==> config.mk <==
export PLATFORM = sky130hd
export DESIGN_NAME = arr_ratio_ramp_regs
export DESIGN_NICKNAME = d
export VERILOG_FILES = /design/src/hdl/arr_ratio_ramp_regs.v /design/src/hdl/arr_ratio_mem.v
export VERILOG_INCLUDE_DIRS = /design/src /design/src/hdl
export SDC_FILE = /design/constraint.sdc
export NUM_CORES = 1
export LEC_CHECK = 0
export ABC_CLOCK_PERIOD_IN_PS = 5300
export BUFFER_PORTS_ARGS = -buffer_cell sky130_fd_sc_hd__buf_2
export CAP_MARGIN = 0
export CORE_ASPECT_RATIO = 1.75
export CORE_MARGIN = 10
export CORE_UTILIZATION = 60
export DETAILED_ROUTE_END_ITERATION = 8
export PLACE_DENSITY = 0.87
export SLEW_MARGIN = 40
export SYNTH_ARGS = -nofsm -noshare
export SYNTH_HDL_FRONTEND = slang
export SYNTH_HIERARCHICAL = 1
export SYNTH_SLANG_ARGS = --single-unit
==> constraint.sdc <==
create_clock -name clk -period 5.3 [get_ports clk]
set_input_delay 0.795 -clock clk [delete_from_list [all_inputs] [get_ports clk]]
set_output_delay 0.795 -clock clk [all_outputs]
set_load 0.01 [all_outputs]
==> src/hdl/arr_regs.vh <==
// register offsets, field positions, reset values and counts of the converter ratio/ramp bank
`ifndef ARR_REGS_VH
`define ARR_REGS_VH

`define ARR_NUM_CONV 8
`define ARR_DATA_W 16
`define ARR_ADDR_W 16
`define ARR_RATE_W 24
`define ARR_LIMIT_W 11
`define ARR_FRAC_BITS 12
`define ARR_DIV_STEPS 6'd36
`define ARR_DIV_LAST 6'd35

`define ARR_ADDR_MUTE_CTRL 16'hF580
`define ARR_ADDR_RATIO_BASE 16'hF582
`define ARR_ADDR_RATIO_LAST 16'hF589
`define ARR_ADDR_LIMIT_OVR 16'hF590
`define ARR_ADDR_LIMIT_BASE 16'hF591
`define ARR_ADDR_LIMIT_LAST 16'hF598

`define ARR_RATIO_RST 16'h0000
`define ARR_RATIO_SAT 16'hFFFF
`define ARR_LIMIT_RST 11'h7FF
`define ARR_OVR_EN_RST 1'b0
`define ARR_OVR_EN_BIT 11
`define ARR_MUTE_RST 8'h00
`define ARR_MUTE_DIS_RST 2'b00
`define ARR_MUTE_DIS0_BIT 8
`define ARR_MUTE_DIS1_BIT 9

`endif

==> src/hdl/arr_ratio_ramp_regs.v <==
// converter rate-ratio, ramp-limit and mute register bank with ratio divider
//
// Overview of operation
// Eight read-only 16-bit ratio registers at 0xF582..0xF589, one per converter, reset to 0.
// Each ratio is kept updated in hardware as detected input rate over target output rate.
// The ratio is unsigned 4.12 fixed point over all 16 bits, so 0x1000 means one.
// The override register at 0xF590 holds enable in bit 11 and an 11-bit limit, reset 0x07FF.
// Eight per-converter limit registers at 0xF591..0xF598 hold an 11-bit field reset to 0x7FF.
// With override enabled all converters use the global limit, otherwise their own.
// A set block mute-disable keeps that block's four converters unmuted regardless of mutes.
// Each converter has a manual mute bit at its index, reset 0, that mutes its output.
`timescale 1ns/10ps
`default_nettype none
`include "arr_regs.vh"

module arr_ratio_ramp_regs (
    input wire clk,
    input wire rst_n,
    input wire [15:0] reg_addr,
    input wire [15:0] reg_wdata,
    input wire reg_wr,
    input wire reg_rd,
    output wire [15:0] reg_rdata,
    input wire [191:0] conv_in_rate,
    input wire [191:0] conv_out_rate,
    input wire [7:0] conv_auto_mute_req,
    output reg [87:0] conv_ramp_limit,
    output reg [7:0] conv_mute
);

    localparam [1:0] ST_LOAD = 2'd0;
    localparam [1:0] ST_RUN = 2'd1;
    localparam [1:0] ST_STORE = 2'd2;

    // true when addr falls in [base, last]
    function in_range;
        input [15:0] addr;
        input [15:0] base;
        input [15:0] last;
        begin
            in_range = (addr >= base) && (addr <= last);
        end
    endfunction

    // word index of addr inside a bank starting at base
    function [2:0] bank_index;
        input [15:0] addr;
        input [15:0] base;
        reg [15:0] diff;
        begin
            diff = addr - base;
            bank_index = diff[2:0];
        end
    endfunction

    // limit a converter uses: the global value wins while the override is on
    function [10:0] eff_limit;
        input use_ovr;
        input [10:0] ovr_value;
        input [10:0] own_value;
        begin
            eff_limit = use_ovr ? ovr_value : own_value;
        end
    endfunction

    // a set block disable wins over both the manual and the automatic mute
    function eff_mute;
        input block_dis;
        input manual;
        input auto_req;
        begin
            eff_mute = !block_dis && (manual || auto_req);
        end
    endfunction

    // software registers
    reg ovr_enable;
    reg [10:0] ovr_limit;
    reg [10:0] chan_limit [0:7];
    reg [7:0] manual_mute;
    reg [1:0] mute_disable;

    // read path
    reg [15:0] rd_word;
    reg rd_from_ratio;
    reg [15:0] next_rd_word;

    // divider
    reg [1:0] div_state;
    reg [2:0] div_conv;
    reg [23:0] div_divisor;
    reg [35:0] div_dividend;
    reg [23:0] div_rem;
    reg [35:0] div_quot;
    reg [5:0] div_step;
    reg [1:0] next_div_state;
    reg [2:0] next_div_conv;
    reg [23:0] next_div_divisor;
    reg [35:0] next_div_dividend;
    reg [23:0] next_div_rem;
    reg [35:0] next_div_quot;
    reg [5:0] next_div_step;

    wire hit_ratio = in_range(reg_addr, `ARR_ADDR_RATIO_BASE, `ARR_ADDR_RATIO_LAST);
    wire hit_limit = in_range(reg_addr, `ARR_ADDR_LIMIT_BASE, `ARR_ADDR_LIMIT_LAST);
    wire hit_ovr = (reg_addr == `ARR_ADDR_LIMIT_OVR);
    wire hit_mute = (reg_addr == `ARR_ADDR_MUTE_CTRL);
    wire [2:0] ratio_idx = bank_index(reg_addr, `ARR_ADDR_RATIO_BASE);
    wire [2:0] limit_idx = bank_index(reg_addr, `ARR_ADDR_LIMIT_BASE);
    wire rd_ratio = reg_rd && hit_ratio;

    wire [15:0] mem_rdata;
    wire [24:0] div_trial = {div_rem, div_dividend[35]};
    wire [24:0] div_diff = div_trial - {1'b0, div_divisor};
    wire div_fits = (div_trial >= {1'b0, div_divisor});
    wire div_overflow = (div_quot[35:16] != 20'h00000);
    reg [15:0] div_result;
    wire store_ratio = (div_state == ST_STORE);

    // rate fields of each converter, picked by the divider in its load cycle
    wire [23:0] in_rate_w [0:7];
    wire [23:0] out_rate_w [0:7];

    integer i;
    genvar g;

    generate
        for (g = 0; g < 8; g = g + 1) begin : g_rate
            assign in_rate_w[g] = conv_in_rate[g * 24 +: 24];
            assign out_rate_w[g] = conv_out_rate[g * 24 +: 24];
        end
    endgenerate

    // write strobes per register; the ratio bank has none, so only hardware sets it
    wire wr_ovr = reg_wr && hit_ovr;
    wire wr_limit = reg_wr && hit_limit;
    wire wr_mute = reg_wr && hit_mute;

    always @(posedge clk or negedge rst_n) begin
        if (!rst_n) begin
            ovr_enable <= `ARR_OVR_EN_RST;
            ovr_limit <= `ARR_LIMIT_RST;
        end else if (wr_ovr) begin
            ovr_enable <= reg_wdata[`ARR_OVR_EN_BIT];
            ovr_limit <= reg_wdata[10:0];
        end
    end

    always @(posedge clk or negedge rst_n) begin
        if (!rst_n) begin
            for (i = 0; i < 8; i = i + 1) begin
                chan_limit[i] <= `ARR_LIMIT_RST;
            end
        end else if (wr_limit) begin
            chan_limit[limit_idx] <= reg_wdata[10:0];
        end
    end

    always @(posedge clk or negedge rst_n) begin
        if (!rst_n) begin
            manual_mute <= `ARR_MUTE_RST;
            mute_disable <= `ARR_MUTE_DIS_RST;
        end else if (wr_mute) begin
            manual_mute <= reg_wdata[7:0];
            mute_disable <= reg_wdata[`ARR_MUTE_DIS1_BIT:`ARR_MUTE_DIS0_BIT];
        end
    end

    // read data held for exactly the cycle after the strobe
    always @* begin
        next_rd_word = 16'h0000;
        if (reg_rd) begin
            if (hit_ovr) begin
                next_rd_word = {4'h0, ovr_enable, ovr_limit};
            end else if (hit_limit) begin
                next_rd_word = {5'h00, chan_limit[limit_idx]};
            end else if (hit_mute) begin
                next_rd_word = {6'h00, mute_disable, manual_mute};
            end
        end
    end

    always @(posedge clk or negedge rst_n) begin
        if (!rst_n) begin
            rd_word <= 16'h0000;
            rd_from_ratio <= 1'b0;
        end else begin
            rd_word <= next_rd_word;
            rd_from_ratio <= rd_ratio;
        end
    end

    assign reg_rdata = rd_from_ratio ? mem_rdata : rd_word;

    // saturate out-of-range ratios; a zero target rate reports zero
    always @* begin
        div_result = div_quot[15:0];
        if (div_divisor == 24'h000000) begin
            div_result = `ARR_RATIO_RST;
        end else if (div_overflow) begin
            div_result = `ARR_RATIO_SAT;
        end
    end

    // next state of the round-robin restoring divider: ratio = (in_rate << 12) / out_rate;
    // rates are sampled only in the load cycle, so a change shows on that converter's next turn
    always @* begin
        next_div_state = div_state;
        next_div_conv = div_conv;
        next_div_divisor = div_divisor;
        next_div_dividend = div_dividend;
        next_div_rem = div_rem;
        next_div_quot = div_quot;
        next_div_step = div_step;
        case (div_state)
            ST_LOAD: begin
                next_div_divisor = out_rate_w[div_conv];
                next_div_dividend = {in_rate_w[div_conv], 12'h000};
                next_div_rem = 24'h000000;
                next_div_quot = 36'h000000000;
                next_div_step = 6'd0;
                next_div_state = ST_RUN;
            end
            ST_RUN: begin
                next_div_dividend = {div_dividend[34:0], 1'b0};
                if (div_fits) begin
                    next_div_rem = div_diff[23:0];
                    next_div_quot = {div_quot[34:0], 1'b1};
                end else begin
                    next_div_rem = div_trial[23:0];
                    next_div_quot = {div_quot[34:0], 1'b0};
                end
                next_div_step = div_step + 6'd1;
                if (div_step == `ARR_DIV_LAST) begin
                    next_div_state = ST_STORE;
                end
            end
            ST_STORE: begin
                next_div_conv = div_conv + 3'd1;
                next_div_state = ST_LOAD;
            end
            default: begin
                next_div_state = ST_LOAD;
            end
        endcase
    end

    always @(posedge clk or negedge rst_n) begin
        if (!rst_n) begin
            div_state <= ST_LOAD;
            div_conv <= 3'd0;
            div_divisor <= 24'h000000;
            div_dividend <= 36'h000000000;
            div_rem <= 24'h000000;
            div_quot <= 36'h000000000;
            div_step <= 6'd0;
        end else begin
            div_state <= next_div_state;
            div_conv <= next_div_conv;
            div_divisor <= next_div_divisor;
            div_dividend <= next_div_dividend;
            div_rem <= next_div_rem;
            div_quot <= next_div_quot;
            div_step <= next_div_step;
        end
    end

    // a read of the word being stored in the same cycle returns the previous ratio
    arr_ratio_mem arr_ratio_mem_inst (
        .clk(clk),
        .rst_n(rst_n),
        .wr_en(store_ratio),
        .wr_addr(div_conv),
        .wr_data(div_result),
        .rd_en(rd_ratio),
        .rd_addr(ratio_idx),
        .rd_data(mem_rdata)
    );

    // effective limit and mute per converter, registered once for all eight
    wire [87:0] next_conv_ramp_limit;
    wire [7:0] next_conv_mute;

    generate
        for (g = 0; g < 8; g = g + 1) begin : g_conv
            assign next_conv_ramp_limit[g * 11 +: 11] = eff_limit(ovr_enable, ovr_limit,
                chan_limit[g]);
            assign next_conv_mute[g] = eff_mute(mute_disable[g / 4], manual_mute[g],
                conv_auto_mute_req[g]);
        end
    endgenerate

    always @(posedge clk or negedge rst_n) begin
        if (!rst_n) begin
            conv_ramp_limit <= {8{`ARR_LIMIT_RST}};
            conv_mute <= 8'h00;
        end else begin
            conv_ramp_limit <= next_conv_ramp_limit;
            conv_mute <= next_conv_mute;
        end
    end

endmodule

`default_nettype wire

==> src/hdl/arr_ratio_mem.v <==
// eight-word ratio store with one write port and a registered read port
`timescale 1ns/10ps
`default_nettype none
`include "arr_regs.vh"

module arr_ratio_mem (
    input wire clk,
    input wire rst_n,
    input wire wr_en,
    input wire [2:0] wr_addr,
    input wire [15:0] wr_data,
    input wire rd_en,
    input wire [2:0] rd_addr,
    output reg [15:0] rd_data
);

    reg [15:0] mem [0:7];
    integer i;

    always @(posedge clk or negedge rst_n) begin
        if (!rst_n) begin
            for (i = 0; i < 8; i = i + 1) begin
                mem[i] <= `ARR_RATIO_RST;
            end
        end else if (wr_en) begin
            mem[wr_addr] <= wr_data;
        end
    end

    always @(posedge clk or negedge rst_n) begin
        if (!rst_n) begin
            rd_data <= `ARR_RATIO_RST;
        end else if (rd_en) begin
            rd_data <= mem[rd_addr];
        end
    end

endmodule

`default_nettype wire

=== After elaboration in Yosys (flattened, before gate mapping) ===
Cells that the tools add are included.

* Flip-flop bits (word level): 498
* Latch bits: 0
* Bits in writable memories: 0
* Bits in read-only memories: 0
* Input bits: 428
* Output and inout port bits: 112
* Memories kept: 0

* Add/sub/neg operators: 5
* $mul: 0
* Div/mod/pow operators: 0
* $lt $le $gt $ge: 10
* Eq/ne operators: 6
* Shifts and indexed selects: 0
* Muxes and demuxes: 41
* Bitwise operators: 3
* Reduce and logical (&&, ||, !) cells: 30

{| class="wikitable"
|+ Operators by type and width
! cell !! number
|-
| $bmux 24 s3 || 2
|-
| $pmux 36 s2 || 2
|-
| $mux 11 || 12
|-
| $bwmux 128 || 1
|-
| $mux 16 || 8
|-
| $mux 24 || 5
|-
| $bwmux 88 || 1
|-
| $bmux 16 s3 || 1
|-
| $demux 16 s3 || 1
|-
| $pmux 24 s2 || 1
|-
| $bmux 11 s3 || 1
|-
| $demux 11 s3 || 1
|-
| $eq 16x16->1 const B || 2
|-
| $ge 16x16->1 const B || 2
|-
| $le 16x16->1 const B || 2
|-
| $ge 25x24->1 || 1
|-
| $logic_not 24->1 || 1
|-
| $sub 24x24->24 || 1
|-
| $reduce_bool 20->1 || 1
|-
| $logic_and 1x1->1 || 16
|-
| $ge 4x4->1 const B || 3
|-
| $not 3->4 || 3
|-
| $pmux 6 s2 || 1
|-
| $mux 10 || 1
|-
| other kinds (16) || 25
|}

=== Depth between registers and ports, before layout ===
* Depth in word-level cells: 8
* Gate-level depth with buffers: 13
* Mapped depth without buffers: 12

=== By module ===
Netlist, hierarchy kept.

{| class="wikitable"
|+ Modules (own cells, without submodules)
! module !! times used !! cells an instance !! area each (um2) !! seq. area each (um2)
|-
| arr_ratio_ramp_regs || 1 || 1,577 || 18,183.7 || 8,692.1
|-
| arr_ratio_mem || 1 || 462 || 6,638.9 || 3,603.5
|}

=== Least setup slack after synthesis ===
No wires, ideal clock.

* Path type: input-to-reg
* Start: in reg_addr[0]
* End: reg arr_ratio_mem_inst.rd_data[0]
* Data arrival time: 2,620 ps
* Data required time: 5,234 ps
* Setup slack: 2,614 ps
* Cell stages on the path: 8
* Path buffers: 2
* Path through: inv_1 ha_1 a22oi_1 o22a_1 a311oi_1 clkbuf_1 clkbuf_1 a41o_1

{| class="wikitable"
|+ RTL lines
! what !! RTL line !! text
|-
| start, declared || arr_ratio_ramp_regs.v:19 || <nowiki>input wire [15:0] reg_addr,</nowiki>
|-
| $ge 16x16->1 / $le 16x16->1 (equally long branches) || arr_ratio_ramp_regs.v:41 || <nowiki>in_range = (addr >= base) && (addr <= last);</nowiki>
|-
| $logic_and 1x1->1 * || arr_ratio_ramp_regs.v:41 ||
|-
| $logic_and 1x1->1 * || arr_ratio_ramp_regs.v:110 || <nowiki>wire rd_ratio = reg_rd && hit_ratio;</nowiki>
|-
| via rd_ratio || arr_ratio_ramp_regs.v:110 ||
|-
| end signal, assigned || arr_ratio_mem.v:32 || <nowiki>rd_data <= `ARR_RATIO_RST;</nowiki>
|-
| end signal, assigned || arr_ratio_mem.v:34 || <nowiki>rd_data <= mem[rd_addr];</nowiki>
|-
| end, declared || arr_ratio_mem.v:14 || <nowiki>output reg [15:0] rd_data</nowiki>
|}

Mark *: on every way through the listed nets, which the timed path passes. The rest lies on a longest branch. The select of a mux whose other input is x is not followed.
A chain may end at the register's enable or synchronous reset.

=== Final worst setup path ===
* Start: in reg_addr[1]
* End: reg chan_limit[44] (netlist bit)

* Word-level cells in the longest chain between the ends: 7

{| class="wikitable"
|+ RTL lines
! what !! RTL line !! text
|-
| $sub 3x1->3 || arr_ratio_ramp_regs.v:51 || <nowiki>diff = addr - base;</nowiki>
|-
| $not 3->4 (implied by the code) || arr_ratio_ramp_regs.v:155 || <nowiki>chan_limit[limit_idx] <= reg_wdata[10:0];</nowiki>
|-
| $ge 4x4->1 (implied by the code) / $lt 4x1->1 (equally long branches) || arr_ratio_ramp_regs.v:155 ||
|-
| $logic_and 1x1->1 (implied by the code) || arr_ratio_ramp_regs.v:155 ||
|-
| $mux 11 (implied by the code) || arr_ratio_ramp_regs.v:155 ||
|-
| $demux 11 s3 || arr_ratio_ramp_regs.v:155 ||
|-
| $bwmux 88 || arr_ratio_ramp_regs.v:155 ||
|-
| end signal, assigned by index || arr_ratio_ramp_regs.v:152 || <nowiki>chan_limit[i] <= `ARR_LIMIT_RST;</nowiki>
|-
| end signal, assigned by index || arr_ratio_ramp_regs.v:155 ||
|-
| end, declared || arr_ratio_ramp_regs.v:79 || <nowiki>reg [10:0] chan_limit [0:7];</nowiki>
|}

Several ways; a longest one is shown, not always the timed one.

==> results by group <==
Synth
  • Flops & latches, synth: 482
  • Top FF cell, synth: dfrtp_1
  • Syn_nets: 2498
  • Asr flop ratio synth: 100.0%
  • Syn_area_per_cell: 12.17 µm²
  • Synth Cell Area: 24820 µm²
  • Cell variety after synth: 76
  • Area contributors post-synth: dfrtp_1 30%, dfstp_2 20%, mux2_2 10%
  • Mapped Cells: 2039
  • Synth top area share: 29.74%
  • Synth warnings: 6
  • Synth area leader: dfrtp_1
  • EDFF count, synth: 0
  • Part of the Yosys area used for sequential elements: 49.53%

Job
  • Max Cap Viol: 0

Timing
  • Setup violators final: 0
  • Tmin final: 3559 ps
  • Slew HR: 42.44%
  • Fmax: 0.2809 GHz
  • Part of the cycle the worst path needs: 67.16%
  • Clock skew: 23.46 ps
  • Worst-margin pin slew: 860.9 ps
  • Hold slack: 133.3 ps
  • Hold Vio Cnt, Final: 0
  • Worst setup margin: 1741 ps
  • RSZ-0062 raised after global routing: no
  • Pins Over Slew Limit: 0
  • Setup TNS Final: 0 ps

Power
  • Leak pwr: 14.04 nW
  • VDD IR-drop max: 229.8 µV
  • Total power: 7.735 mW
  • PD cells: 263.3 nW/µm²

CTS
  • Post-CTS sizing: 0
  • Hold Buf Count CTS: 0
  • Setup repair bufs after CTS: 0
  • Clock root buffer: clkbuf_16
  • CTS clock-pin slew for the worst setup and hold paths: 70 ps
  • H-Tree Depth: 2
  • Total CTS buffers: 42
  • Maximum root-to-sink buffer count: 3
  • Clk sinks: 482
  • Worst-skew pair later-pin latency: 580 ps
  • CTS tree: done

Placed design
  • IO buf count: 535
  • Hpwl dp: 65610 µm
  • Post-place setup slack: 1327 ps
  • Routability cong.: 0.9825

Die
  • Chip height: 289.1 µm
  • Rows: 98
  • Starting Density: 60.79%
  • # IOs: 540
  • DIE AREA: 50230 µm²
  • Core area: 40830 µm²
  • Die width: 173.8 µm

Global route
  • Antenna violations before repair: 27
  • Grt total ovfl: 0
  • Vias in the first global route: 21020
  • Largest net degree at the start of global routing: 127
  • First-pass GRT wire length: 128300 µm
  • Total global-route track usage: 33.76%

Critical path
  • CP cell instances: buf_2, inv_1, buf_4, ha_1, nand3_1, o21ai_0, and3_1, and2_1, nand3_1, mux2_2
  • Crit start category: primary input
  • Critical path arrival: 4060 ps
  • Most used cell, CP: nand3_1
  • Worst endpoint required time: 5800 ps
  • Worst setup EP type: flop
  • Reg2reg start: div_divisor[1]
  • Worst-case reg-to-reg path depth: 12
  • Crit-path max cell delay: 660 ps
  • Worst R2R End: div_rem[2]
  • Worst R2R Setup Slack: 1860 ps
  • Crit Path Max Fanout: 14
  • Crit Path Class: primary input to flop
  • CP max-delay cell: nand3_1

Cells and area
  • Layout cells sized above 1: 46.83%
  • Nets: 2964
  • Layout area overhead: 18.34%

Drt
  • Routed vias/inst: 6.392
  • 1st-iter DRT viols: 1799
  • DRT Pass-1 Iters: 8
  • Routed wire length: 86650 µm
  • Via count: 19830
  • Antenna-violating nets left: 0
  • Residual DRC: 0
  • Routed length per instance: 27.92 µm

Outcome
  • Status: finished clean

Min path
  • Worst min-delay path category: primary input to asynchronous set/reset pin
[placed cells by master, fill, tap and decap left out, types with 48 or more instances in the layout]
cell / synthesis / routed
dfrtp_1: 295 / 289
nand3_1: 48 / 48
o21ai_0: 151 / 151
mux2i_1: 99 / 99
mux4_2: 96 / 96
nor2_1: 62 / 60
mux2_2: 220 / 220
inv_1: 123 / 123
nand2_1: 118 / 118
buf_2: 29 / 533
dfstp_2: 187 / 187
[final cells by class]
type | instances | area [µm²]
multi-input combinational | 1289 | 11400
fill | 2697 | 11460
sequential | 482 | 12310
tap | 550 | 688.2
timing repair buffer | 567 | 3023
clock inverter | 14 | 190.2
antenna | 14 | 35.03
clock buffer | 64 | 1265
inverter | 123 | 461.7
[layer usage]
metal,vias to the layer above,routed length (µm),GRT usage [%]
li1,8394,-,-
met1,9976,28970,36.87
met2,1154,44280,59.49
met3,295,7424,8.121
met4,14,5886,18.66
met5,-,95,0
[kinds of logic (layout without fill, tap and decap cells)]
family | count (synthesis) | count (layout) | share of synthesized area, %
compound gates | 424 | 424 | 11.38
xor+xnor | 23 | 23 | 0.8115
fa+ha+maj | 31 | 31 | 1.593
buf+inv | 268 | 768 | 4.789
flops | 482 | 482 | 49.53
mux | 446 | 446 | 24.24
other cells | 0 | 14 | 0
simple gates | 365 | 365 | 7.652
[report_power, final]
group	internal [mW]	switching, mW
combinational	0.336	0.398
clock	1.81	1.39
sequential	3.75	0.0430
[synth_stat cells, types with 23 or more instances]
cell type  count
clkbuf_1      72
nor2b_1       40
buf_1         23
mux2i_1       99
buf_2         29
nor2_1        62
a22o_1        37
o21ai_0      151
inv_1        123
nand3_1       48
dfstp_2      187
a21oi_1       41
mux4_2        96
mux2_2       220
o22ai_1       45
nand2_1      118
a22oi_1       28
nor4_1        26
dfrtp_1      295
ha_1          30
[worst max path at each step]
stage                         from                       endpoint  slack (ps)  cells past startpoint
floorplan              reg_addr[0]  arr_ratio_mem_inst/rd_data[0]        2610                      8
global placement       reg_addr[1]                 chan_limit[16]        1410                     10
detailed placement     reg_addr[1]                 chan_limit[47]        1330                     10
CTS                    reg_addr[1]                 chan_limit[45]        1870                     10
global route        div_divisor[6]                     div_rem[2]        1670                     12
finish                 reg_addr[1]                 chan_limit[44]        1740                     10
[state kept, by name (all words and copies together), names as in the netlist, 12 cells and up]
register,flops
conv_ramp_limit,88
rd_word,12
arr_ratio_mem_inst/mem,128
chan_limit,88
div_rem,24
div_divisor,24
div_quot,36
div_dividend,24
arr_ratio_mem_inst/rd_data,16
[stage by stage]
stage	util (%)	area, µm²	std cells
detailed placement	68.23	27860	3010
global route	71.90	29360	3096
global placement	67.95	27750	3003
finish	71.94	29370	3103
floorplan	-	24820	2039
CTS	71.79	29310	3088
[worst max-delay path, delay by kind of cell]
family                   cells  cell delay (ps)
AND/OR/NAND/NOR              4             1700
AO/OA/AOI/OAI                1               70
adder cells (fa/ha/maj)      1              190
buffers and inverters        3              750
multiplexers                 1              540
No activity file was read; power rests on OpenSTA's default activity.
